$ cat src/common/fps_pkg.sv
/*
 fps_pkg: constants and carrier types for the fault protection sequencer.
 assumes a 100 MHz system clock; analog comparisons arrive as digital levels.
*/
package fps_pkg;
   localparam int CLK_MHZ          = 100;
   localparam int CLK_PERIOD_NS    = 10;
   localparam int FAULT_TIME_MS    = 100;
   localparam int FAULT_CYCLES     = FAULT_TIME_MS * 1000 * CLK_MHZ;
   localparam int BLANK_TIME_NS    = 1000;
   localparam int BLANK_CYCLES     = (BLANK_TIME_NS + CLK_PERIOD_NS - 1) / CLK_PERIOD_NS;
   localparam int QUAL_TIME_NS     = 600;
   localparam int QUAL_CYCLES      = (QUAL_TIME_NS + CLK_PERIOD_NS - 1) / CLK_PERIOD_NS;
   localparam int EVENTS_TO_LATCH  = 4;
   localparam int SOFT_START_CYCLES = 4096;
   localparam int CNT_W            = 24;
   localparam int BLK_W            = 8;
   localparam int EVT_W            = 3;
   localparam int SS_W             = 13;

   // supply monitor levels from the analog comparators
   typedef struct packed {
      logic wake_level;
      logic turn_on_level;
   } fps_supply_t;

   typedef enum logic [2:0] {
      FPS_RUN, FPS_STOPPED, FPS_WAKE, FPS_SOFT_START, FPS_LATCHED
   } fps_state_t;
endpackage

$ cat src/rtl/fps_ovp_qualifier.sv
/*
 fps_ovp_qualifier: blanking, width qualification and successive-event count
 on the protection comparator. assumes gate_on is the registered drive state.
*/
`timescale 1ns/1ps
`default_nettype none
module fps_ovp_qualifier
   import fps_pkg::*;
(
   // clock and reset
   input  wire logic clk,
   input  wire logic arst_n,
   // switching state and comparator
   input  wire logic gate_on,
   input  wire logic cmp_above,
   // result
   output logic      latch_req
);
   logic [BLK_W-1:0] blank_reg;
   logic [BLK_W-1:0] width_reg;
   logic [EVT_W-1:0] evt_reg;
   logic             seen_reg;
   logic             gate_d_reg;
   logic             turn_off;
   logic             turn_on;
   logic             window;
   logic             qualified;

   assign turn_off  = gate_d_reg & ~gate_on;
   assign turn_on   = ~gate_d_reg & gate_on;
   assign window    = ~gate_on & (blank_reg == BLK_W'(0)) & ~turn_off;
   assign qualified = window & cmp_above & (width_reg == BLK_W'(QUAL_CYCLES - 1)) & ~seen_reg;

   always_ff @(posedge clk or negedge arst_n) begin
      if (!arst_n) begin
         blank_reg  <= '0;
         width_reg  <= '0;
         evt_reg    <= '0;
         seen_reg   <= 1'b0;
         gate_d_reg <= 1'b0;
         latch_req  <= 1'b0;
      end else begin
         gate_d_reg <= gate_on;
         if (turn_off)
            blank_reg <= BLK_W'(BLANK_CYCLES);
         else if (blank_reg != BLK_W'(0))
            blank_reg <= blank_reg - BLK_W'(1);
         // width counter restarts on every low, so short highs vanish
         if (window & cmp_above & width_reg != BLK_W'(QUAL_CYCLES - 1))
            width_reg <= width_reg + BLK_W'(1);
         else if (!(window & cmp_above))
            width_reg <= '0;
         if (qualified) begin
            seen_reg <= 1'b1;
            evt_reg  <= evt_reg + EVT_W'(1);
         end
         // one evaluation per cycle: at next turn-on, no event means restart
         if (turn_on) begin
            seen_reg <= 1'b0;
            if (!seen_reg)
               evt_reg <= '0;
         end
         if (evt_reg == EVT_W'(EVENTS_TO_LATCH))
            latch_req <= 1'b1;
      end
   end

   a_event_needs_width: assert property (@(posedge clk) disable iff (!arst_n)
      qualified |-> $past(cmp_above, 1) && $past(window, 1)) else $error("event without width");
   a_blank_holds_off: assert property (@(posedge clk) disable iff (!arst_n)
      turn_off |=> !window [*8]) else $error("sampled during blanking");
   a_clear_on_miss: assert property (@(posedge clk) disable iff (!arst_n)
      (turn_on && !seen_reg) |=> evt_reg == '0) else $error("count not cleared");
   c_event: cover property (@(posedge clk) disable iff (!arst_n) qualified);
endmodule
`default_nettype wire

$ cat src/rtl/fps_sequencer.sv
/*
 fps_sequencer: overload timer, hiccup restart with soft-start, latch-off
 and compensation ramp gating. assumes pwm_request comes from the oscillator
 and peak comparator; supply levels come from the analog monitors.
*/
`timescale 1ns/1ps
`default_nettype none
module fps_sequencer
   import fps_pkg::*;
#(
   parameter int FAULT_LIMIT = FAULT_CYCLES,
   parameter int SS_LIMIT    = SOFT_START_CYCLES
)(
   // clock and reset
   input  wire logic        clk,
   input  wire logic        arst_n,
   // controller inputs
   input  wire logic        pwm_request,
   input  wire logic        overload_flag,
   input  wire fps_pkg::fps_supply_t supply,
   input  wire logic        power_limit_protect_input,
   // outputs
   output logic             gate_drive,
   output logic             ramp_connect,
   output logic             supply_pulldown,
   output logic             latch_holding_element,
   output logic             soft_start_active,
   output logic             fault_timer_running
);
   import fps_pkg::*;

   fps_state_t       state_reg;
   fps_state_t       state_next;
   logic [CNT_W-1:0] fault_cnt_reg;
   logic [SS_W-1:0]  ss_cnt_reg;
   logic             latch_req;
   logic             fault_expired;
   logic             ss_done;
   logic             drive_allowed;
   logic             gate_next;

   // latch decode shared by the pulldown and the holding element outputs
   function automatic logic fps_latched(input fps_state_t s);
      return s == FPS_LATCHED;
   endfunction

   fps_ovp_qualifier u_qual (
      .clk       (clk),
      .arst_n    (arst_n),
      .gate_on   (gate_drive),
      .cmp_above (power_limit_protect_input),
      .latch_req (latch_req)
   );

   assign fault_expired = fault_cnt_reg >= CNT_W'(FAULT_LIMIT);
   assign ss_done       = ss_cnt_reg >= SS_W'(SS_LIMIT);
   assign drive_allowed = (state_reg == FPS_RUN) | (state_reg == FPS_SOFT_START);
   // soft-start here blocks the gate on odd ss_cnt_reg counts, every other clock, until it completes
   assign gate_next     = drive_allowed & pwm_request & ~latch_req & ~fault_expired
                          & ~(soft_start_active & ss_cnt_reg[0]);

   always_comb begin
      state_next = state_reg;
      case (state_reg)
         FPS_RUN:        if (fault_expired) state_next = FPS_STOPPED;
         FPS_STOPPED:    if (supply.wake_level) state_next = FPS_WAKE;
         FPS_WAKE:       if (supply.turn_on_level) state_next = FPS_SOFT_START;
         FPS_SOFT_START: begin
            if (fault_expired) state_next = FPS_STOPPED;
            else if (ss_done) state_next = FPS_RUN;
         end
         FPS_LATCHED:    state_next = FPS_LATCHED;
         default:        state_next = FPS_STOPPED;
      endcase
      if (latch_req)
         state_next = FPS_LATCHED;
   end

   always_ff @(posedge clk or negedge arst_n) begin
      if (!arst_n) begin
         state_reg     <= FPS_SOFT_START;
         fault_cnt_reg <= '0;
         ss_cnt_reg    <= '0;
      end else begin
         state_reg <= state_next;
         if (overload_flag & drive_allowed & ~fault_expired)
            fault_cnt_reg <= fault_cnt_reg + CNT_W'(1);
         else if (!overload_flag | state_next == FPS_WAKE)
            fault_cnt_reg <= '0;
         if (state_reg == FPS_WAKE)
            ss_cnt_reg <= '0;
         else if (state_reg == FPS_SOFT_START & ~ss_done)
            ss_cnt_reg <= ss_cnt_reg + SS_W'(1);
      end
   end

   always_ff @(posedge clk or negedge arst_n) begin
      if (!arst_n) begin
         gate_drive            <= 1'b0;
         ramp_connect          <= 1'b0;
         supply_pulldown       <= 1'b0;
         latch_holding_element <= 1'b0;
         soft_start_active     <= 1'b0;
         fault_timer_running   <= 1'b0;
      end else begin
         gate_drive            <= gate_next;
         ramp_connect          <= gate_next;
         supply_pulldown       <= fps_latched(state_next);
         latch_holding_element <= fps_latched(state_next);
         soft_start_active     <= state_next == FPS_SOFT_START;
         fault_timer_running   <= overload_flag & drive_allowed;
      end
   end

   a_ramp_on_time: assert property (@(posedge clk) disable iff (!arst_n)
      ramp_connect == gate_drive) else $error("ramp outside on-time");
   a_latch_sticky: assert property (@(posedge clk) disable iff (!arst_n)
      state_reg == FPS_LATCHED |=> state_reg == FPS_LATCHED && !gate_drive) else $error("latch released");
   a_latch_kills_gate: assert property (@(posedge clk) disable iff (!arst_n)
      latch_req |=> !gate_drive && supply_pulldown) else $error("gate after latch");
   a_timeout_stops: assert property (@(posedge clk) disable iff (!arst_n)
      fault_expired && drive_allowed && !latch_req |=> state_reg == FPS_STOPPED || state_reg == FPS_LATCHED)
      else $error("no stop");
   a_stopped_quiet: assert property (@(posedge clk) disable iff (!arst_n)
      state_reg == FPS_STOPPED |=> !gate_drive) else $error("drive while stopped");
   a_wake_then_soft: assert property (@(posedge clk) disable iff (!arst_n)
      state_reg == FPS_WAKE && supply.turn_on_level && !latch_req |=> state_reg == FPS_SOFT_START)
      else $error("no restart");
   a_soft_start_runs: assert property (@(posedge clk) disable iff (!arst_n)
      $rose(state_reg == FPS_SOFT_START) |-> ss_cnt_reg == '0 && soft_start_active) else $error("soft-start skipped");
   a_latch_needs_evt: assert property (@(posedge clk) disable iff (!arst_n)
      $rose(latch_req) |-> $past(u_qual.evt_reg, 1) == EVT_W'(EVENTS_TO_LATCH)) else $error("latched early");
   c_hiccup: cover property (@(posedge clk) disable iff (!arst_n) state_reg == FPS_STOPPED);
   c_restart: cover property (@(posedge clk) disable iff (!arst_n) $rose(state_reg == FPS_SOFT_START));
   c_latch: cover property (@(posedge clk) disable iff (!arst_n) $rose(latch_holding_element));
   c_recover: cover property (@(posedge clk) disable iff (!arst_n) $fell(soft_start_active));

   // drive only ever follows a request seen in a state that may switch
   a_gate_needs_req: assert property (@(posedge clk) disable iff (!arst_n)
      gate_drive |-> $past(pwm_request, 1) && $past(drive_allowed, 1))
      else $error("gate without request");
   a_timer_flag: assert property (@(posedge clk) disable iff (!arst_n)
      fault_timer_running |-> $past(overload_flag, 1))
      else $error("timer without overload");
   a_ramp_off_time: assert property (@(posedge clk) disable iff (!arst_n)
      !gate_drive |-> !ramp_connect)
      else $error("ramp during off-time");
   a_pulldown_pair: assert property (@(posedge clk) disable iff (!arst_n)
      supply_pulldown == latch_holding_element)
      else $error("latch outputs split");

   // hiccup sequence: each state waits for its own supply level
   a_stopped_holds: assert property (@(posedge clk) disable iff (!arst_n)
      state_reg == FPS_STOPPED && !supply.wake_level && !latch_req |=> state_reg == FPS_STOPPED)
      else $error("left stop early");
   a_stop_wakes: assert property (@(posedge clk) disable iff (!arst_n)
      state_reg == FPS_STOPPED && supply.wake_level && !latch_req |=> state_reg == FPS_WAKE)
      else $error("no wake");
   a_wake_waits: assert property (@(posedge clk) disable iff (!arst_n)
      state_reg == FPS_WAKE && !supply.turn_on_level && !latch_req |=> state_reg == FPS_WAKE)
      else $error("restart too early");
   a_wake_quiet: assert property (@(posedge clk) disable iff (!arst_n)
      state_reg == FPS_WAKE |=> !gate_drive)
      else $error("drive while waking");
   a_wake_timer_clear: assert property (@(posedge clk) disable iff (!arst_n)
      state_reg == FPS_WAKE |-> fault_cnt_reg == '0)
      else $error("timer kept over wake");

   // restart outcome: a lasting fault starts another hiccup, else normal run
   a_fault_rearm: assert property (@(posedge clk) disable iff (!arst_n)
      state_reg == FPS_SOFT_START && fault_expired && !latch_req |=> state_reg == FPS_STOPPED)
      else $error("no new hiccup");
   a_soft_ends_run: assert property (@(posedge clk) disable iff (!arst_n)
      state_reg == FPS_SOFT_START && ss_done && !fault_expired && !latch_req |=> state_reg == FPS_RUN)
      else $error("no recovery");
   a_run_holds: assert property (@(posedge clk) disable iff (!arst_n)
      state_reg == FPS_RUN && !fault_expired && !latch_req |=> state_reg == FPS_RUN)
      else $error("run left early");
   a_soft_thins: assert property (@(posedge clk) disable iff (!arst_n)
      soft_start_active && ss_cnt_reg[0] |=> !gate_drive)
      else $error("soft-start not limiting");

   // latch side: nothing may switch or start once the latch is taken
   a_req_latches: assert property (@(posedge clk) disable iff (!arst_n)
      latch_req |=> state_reg == FPS_LATCHED)
      else $error("latch request lost");
   a_latch_no_soft: assert property (@(posedge clk) disable iff (!arst_n)
      state_reg == FPS_LATCHED |-> !soft_start_active && supply_pulldown)
      else $error("soft-start while latched");
   a_latched_no_ramp: assert property (@(posedge clk) disable iff (!arst_n)
      state_reg == FPS_LATCHED |-> !ramp_connect)
      else $error("ramp while latched");
endmodule
`default_nettype wire
$ cat config.mk
export PLATFORM = sky130hd
export DESIGN_NAME = fps_sequencer
export DESIGN_NICKNAME = d
export VERILOG_FILES = /design/src/common/fps_pkg.sv /design/src/rtl/fps_ovp_qualifier.sv /design/src/rtl/fps_sequencer.sv
export SDC_FILE = /design/constraint.sdc
export NUM_CORES = 1
export LEC_CHECK = 0
export BUFFER_PORTS_ARGS = -buffer_cell sky130_fd_sc_hd__buf_2
export CAP_MARGIN = 20
export CORE_MARGIN = 3
export CORE_UTILIZATION = 25
export CTS_CLUSTER_SIZE = 8
export DETAILED_ROUTE_END_ITERATION = 8
export PLACE_DENSITY = 0.43
export SLEW_MARGIN = 20
export SYNTH_ARGS = -nofsm -noshare
export SYNTH_HDL_FRONTEND = slang
export SYNTH_SLANG_ARGS = --single-unit
$ cat constraint.sdc
create_clock -name clk -period 1.8 [get_ports clk]
set_input_delay 0.09 -clock clk [delete_from_list [all_inputs] [get_ports clk]]
set_output_delay 0.09 -clock clk [all_outputs]
set_load 0.05 [all_outputs]
==> flow_summary.toml, run 1 <==
[cts]
clk_pin_slew_ps = 60
clock_path_buffers = 2
cts_tree = "yes"
cts-buffers-inserted = 9
htree_levels = 3
ctsRootBufferMaster = "clkbuf_16"
cts.sink_count = 66
clk_latency_ps = 340

[synthesis]
synth_edf_count = 0
ys_warn_count = 0
async_reset_ff_share_pct = 100
synth_ff_type = "dfrtp_1"
avgSynthCellArea_um2 = 9.52
seq_area_frac_synth_pct = 45.5
synth-seq-cells = 66
yosysUniqueCellTypes = 52
synthesis.area_um2 = 3630
syn-num-nets = 397
syn_inst = 382

[timing]
worstMarginPinSlew_ps = 422
skew_ps = 6.77
relSlewSlack_pct = 71.8
setup_viol = 20
hold_violations = 0
fin_crit_sh_pct = 105
max_freq_mhz = 531
period_needed_ps = 1880
drv_slew = 0
holdWs_ps = 141
tns_ps = -928
fin_ws_ps = -82.9
rsz0062_at_grt = "true"

[grt]
grt_pass1_wl_um = 15200
overflow = 0
first_global_vias = 3112
grt_max_degree = 35
grt_use_total_pct = 11.9
grt_antenna_before_repair = 0

[min_path]
hold_path.class = "primary input to asynchronous set/reset pin"

[routing]
drt-initial-drc-count = 150
route.detailed.drc = 0
ant_nets = 0
drtPass1Iterations = 4
avgViaCountPerCell = 4.76
vias = 3134
wl_um = 9400
avgRoutedWirePerCell_um = 14.3

[critical_path]
reg2reg_from = "fault_cnt_reg[18]"
end_kind = "flop"
cp.arrival_ps = 2110
start_kind = "flop"
cp.required_ps = 2020
cp_max_fo = 13
reg2reg_depth = 5
r2r-end = "fault_cnt_reg[2]"
crit_type = "flop to flop"
ff2ff_setup_slack_ps = -80

[flow_run]
cap_violations = 0

[pwr]
p_leak_nw = 2.29
pwr_density_cell_nw_per_um2 = 672
ir_drop_mv = 0.392

[cells_and_area]
drive_gt1_share_pct = 35.5
regArea_um2 = 1660
largest_register_ffs = 24
final_common_cell = "buf_4"
multi_input_area_um2 = 2020
n_antenna_cell = 0
final_cell_mix = "buf_4 (71), dfrtp_1 (63), nor2_1 (29)"
syn2layout_area_growth_pct = 40.4
fill_cells = 1416
nets = 489

[outcome]
status = "complete, but fails checks"
violations = "setup timing"

[floorplan]
rows = 43
start_util_pct = 25.9
die_w_um = 127
dieHeight_um = 127
die_area_um2 = 16000
core-area_um2 = 14000
ios = 13

[place]
port-buffer-count = 12
gp_congestion = 0.732
hpwl_um = 6140
## power by group
part | leakage [nW] | internal (mW) | switching (mW) | total [mW]
combinational | 1.25 | 0.0454 | 0.0637 | 0.109
sequential | 0.887 | 1.49 | 0.00634 | 1.50
clock | 0.151 | 1.14 | 0.683 | 1.82
total | 2.29 | 2.68 | 0.753 | 3.43
## how the worst max path moves through the flow
stage	start	to	slack [ps]	cells after the start
after floorplan	fault_cnt_reg[15]	fault_cnt_reg[4]	-50	8
after global placement	fault_cnt_reg[18]	fault_cnt_reg[1]	-450	6
after detailed placement	fault_cnt_reg[18]	fault_cnt_reg[2]	-480	6
after CTS	fault_cnt_reg[14]	fault_cnt_reg[18]	-80	7
after global routing	state_reg[0]	ss_cnt_reg[10]	-220	6
final	fault_cnt_reg[18]	fault_cnt_reg[2]	-80	5
## metrics by stage
step	util, %	setup WS (ps)	area, um^2	total power [mW]	std cells
after global placement	31.0	-448	4360	1.63	623
final	36.4	-82.9	5100	3.43	659
after detailed placement	31.0	-484	4360	1.63	623
after CTS	34.4	-84.6	4840	3.51	648
after floorplan	-	-48.9	3650	1.56	382
after global routing	36.4	-221	5100	3.58	659
## kinds of logic (layout without fill, tap and decap cells)
family	Yosys count	after routing	synth area share, %
AO/OA/AOI/OAI	81	81	16.4
XOR/XNOR	20	20	4.82
buffers and inverters	38	134	5.13
multiplexers	3	3	0.895
flip-flops	66	66	45.5
adder cells (fa/ha/maj)	8	8	2.75
AND/OR/NAND/NOR	166	167	24.5
## layout make-up
cell class	instances	share of cell area, %
clock inverters	5	1.03
flip-flops and latches	66	32.4
clock buffers	11	4.95
well taps	180	4.41
multi-input cells	279	39.6
inverters	17	1.32
repair buffers	101	16.3
## layer usage
layer  share of wire [%]  global-route usage (%)  wire length, um  vias up
met2                  50                    20.5             4720       18
met1                  46                    14.1             4340     1530
li1                    -                       -                -     1580
met4                0.87                    2.84               82        0
met3                 2.8                    4.55              261        6
met5                   0                       0                0        -
## critical path: stages, from the launching register on
cell,delay [ps]
dfrtp_1,370
or3_4,400
o211ai_2,190
a41oi_2,80
o211a_4,350
a221o_1,370
## Yosys cell counts, types with 10 or more instances
library cell  count  area (um^2)
buf_2            11         55.1
nor2_1           32          120
nand3_1          24          120
nand4_1          12         75.1
or3_1            10         62.6
nor3_1           10         50.1
a21oi_1          11         55.1
inv_1            17         63.8
o21ai_0          16         80.1
xor2_1           12          105
nand2_1          27          101
and3_1           10         62.6
dfrtp_1          64         1600
## what timing repair did
action,in CTS,in global routing
hold buffers,3,0
gates resized for setup,23,40
endpoints found under the hold margin,66,0
setup endpoints to repair,25,50
pin swaps,9,24
setup buffers,6,9
cloned,0,2
Power figures use the tool's default switching activity.
==> inputs of run 2 (changes only) <==
Settings changed: SKIP_CTS_REPAIR_TIMING set to 1.
==> flow_summary.toml, run 2 (synthesis gave the netlist of run 1 again) <==
[min_path]
hold_path.class = "primary input to flop"
hold_path_end = "fault_cnt_reg[23]"
min_path_cells = 3
hold_start = "overload_flag"

[cells_and_area]
largest_register_ffs = 24
final_area_um2 = 5080
final_common_cell = "buf_4"
nets = 486
drive_gt1_share_pct = 34.2
final_cell_mix = "buf_4 (75), dfrtp_1 (63), nor2_1 (30)"
syn2layout_area_growth_pct = 39.9
final_cells = 656
n_antenna_cell = 0
fill_cells = 1405

[routing]
wl_um = 9280
drtPass1Iterations = 4
avgViaCountPerCell = 4.73
avgRoutedWirePerCell_um = 14.2
route.detailed.drc = 0
vias = 3106
ant_nets = 0
drt-initial-drc-count = 133

[place]
hpwl_um = 6140
gp_congestion = 0.732
port-buffer-count = 12
place_area_um2 = 4360
place_inst = 623

[critical_path]
ff2ff_setup_slack_ps = -130
end_kind = "flop"
reg2reg_from = "state_reg[1]"
slowest_delay_ps = 580
cp.arrival_ps = 2160
reg2reg_depth = 6
cpMostUsedCell = "buf_4"
cpMaxStageDelayCell = "dfstp_2"
cp.required_ps = 2030
start_kind = "flop"
cp_max_fo = 7
r2r-end = "fault_cnt_reg[9]"
crit_type = "flop to flop"
crit_path_cell_trace = "buf_4, xnor2_2, nand3b_1, buf_4, o211a_4, a221o_1"

[flow_run]
cap_violations = 0

[timing]
holdWs_ps = 30.6
relSlewSlack_pct = 71.8
max_freq_mhz = 519
skew_ps = 5.81
worstMarginPinSlew_ps = 422
hold_violations = 0
period_needed_ps = 1930
tns_ps = -2120
drv_slew = 0
setup_viol = 26
rsz0062_at_grt = "true"
fin_ws_ps = -128
fin_crit_sh_pct = 107

[grt]
grt_pass1_wl_um = 14700
grt_max_degree = 35
first_global_vias = 3027
grt_antenna_before_repair = 0
grt_use_total_pct = 11.5
overflow = 0

[cts]
clk_pin_slew_ps = 60
cts.sink_count = 66
htree_levels = 3
clock_path_buffers = 2
cts_tree = "yes"
clk_latency_ps = 340
cts-buffers-inserted = 9
ctsRootBufferMaster = "clkbuf_16"

[floorplan]
start_util_pct = 25.9
dieHeight_um = 127
ios = 13
core-area_um2 = 14000
die_area_um2 = 16000
die_w_um = 127
rows = 43

[outcome]
violations = "setup timing"
status = "complete, but fails checks"

[pwr]
pwr_density_cell_nw_per_um2 = 674
p_leak_nw = 2.27
ir_drop_mv = 0.396
==> run 2: cell types whose count changed in the layout (fill, tap and decap cells not counted), sizes merged <==
| cell | change |
|---|---|
| inv | +1 |
| buf | -2 |
| o211a | +1 |
| dlygate4sd3 | -1 |
| clkinvlp | -1 |
| nor2 | -1 |
==> run 2: routing by layer <==
metal	GRT usage, %	wire, um	vias to the layer above
met5	0	0	-
met4	2.84	72	0
met3	4.55	336	6
met2	19.2	4600	23
met1	13.9	4270	1504
li1	-	-	1573
==> run 2: how the worst max path moves through the flow <==
stage,slack (ps),end,depth (start not counted),startpoint
CTS,-490,fault_cnt_reg[2],6,fault_cnt_reg[18]
global route,-200,ss_cnt_reg[10],6,state_reg[1]
finish,-130,fault_cnt_reg[9],6,state_reg[1]
detailed placement,-480,fault_cnt_reg[2],6,fault_cnt_reg[18]
global placement,-450,fault_cnt_reg[1],6,fault_cnt_reg[18]
floorplan,-50,fault_cnt_reg[4],8,fault_cnt_reg[15]
==> run 2: metrics by stage <==
| step | util, % | total power, mW | worst slack [ps] |
|---|---|---|---|
| final | 36.2 | 3.43 | -128 |
| after global routing | 36.2 | 3.58 | -203 |
| after CTS | 33.2 | 3.50 | -491 |
| after detailed placement | 31.0 | 1.63 | -484 |
| after global placement | 31.0 | 1.63 | -448 |
| after floorplan | - | 1.56 | -48.9 |
==> run 2: area by class of cell <==
| type | instances | area, um^2 | area share, % |
|---|---|---|---|
| Multi-Input combinational cell | 279 | 2050 | 40.3 |
| Inverter | 17 | 63.8 | 1.25 |
| Clock inverter | 5 | 52.6 | 1.03 |
| Sequential cell | 66 | 1660 | 32.6 |
| Tap cell | 180 | 225 | 4.43 |
| Clock buffer | 11 | 253 | 4.97 |
| Timing Repair Buffer | 98 | 785 | 15.4 |
==> run 2: power breakdown <==
| group | internal [mW] | switching, mW |
|---|---|---|
| sequential | 1.49 | 0.00630 |
| clock | 1.14 | 0.683 |
| combinational | 0.0444 | 0.0644 |
| total | 2.68 | 0.753 |
==> run 2: worst max-delay path, delay by kind of cell (launching register included) <==
family / cells / cell delay (ps)
compound gates: 2 / 600
flops: 1 / 580
buf+inv: 2 / 330
xor+xnor: 1 / 110
simple gates: 1 / 180
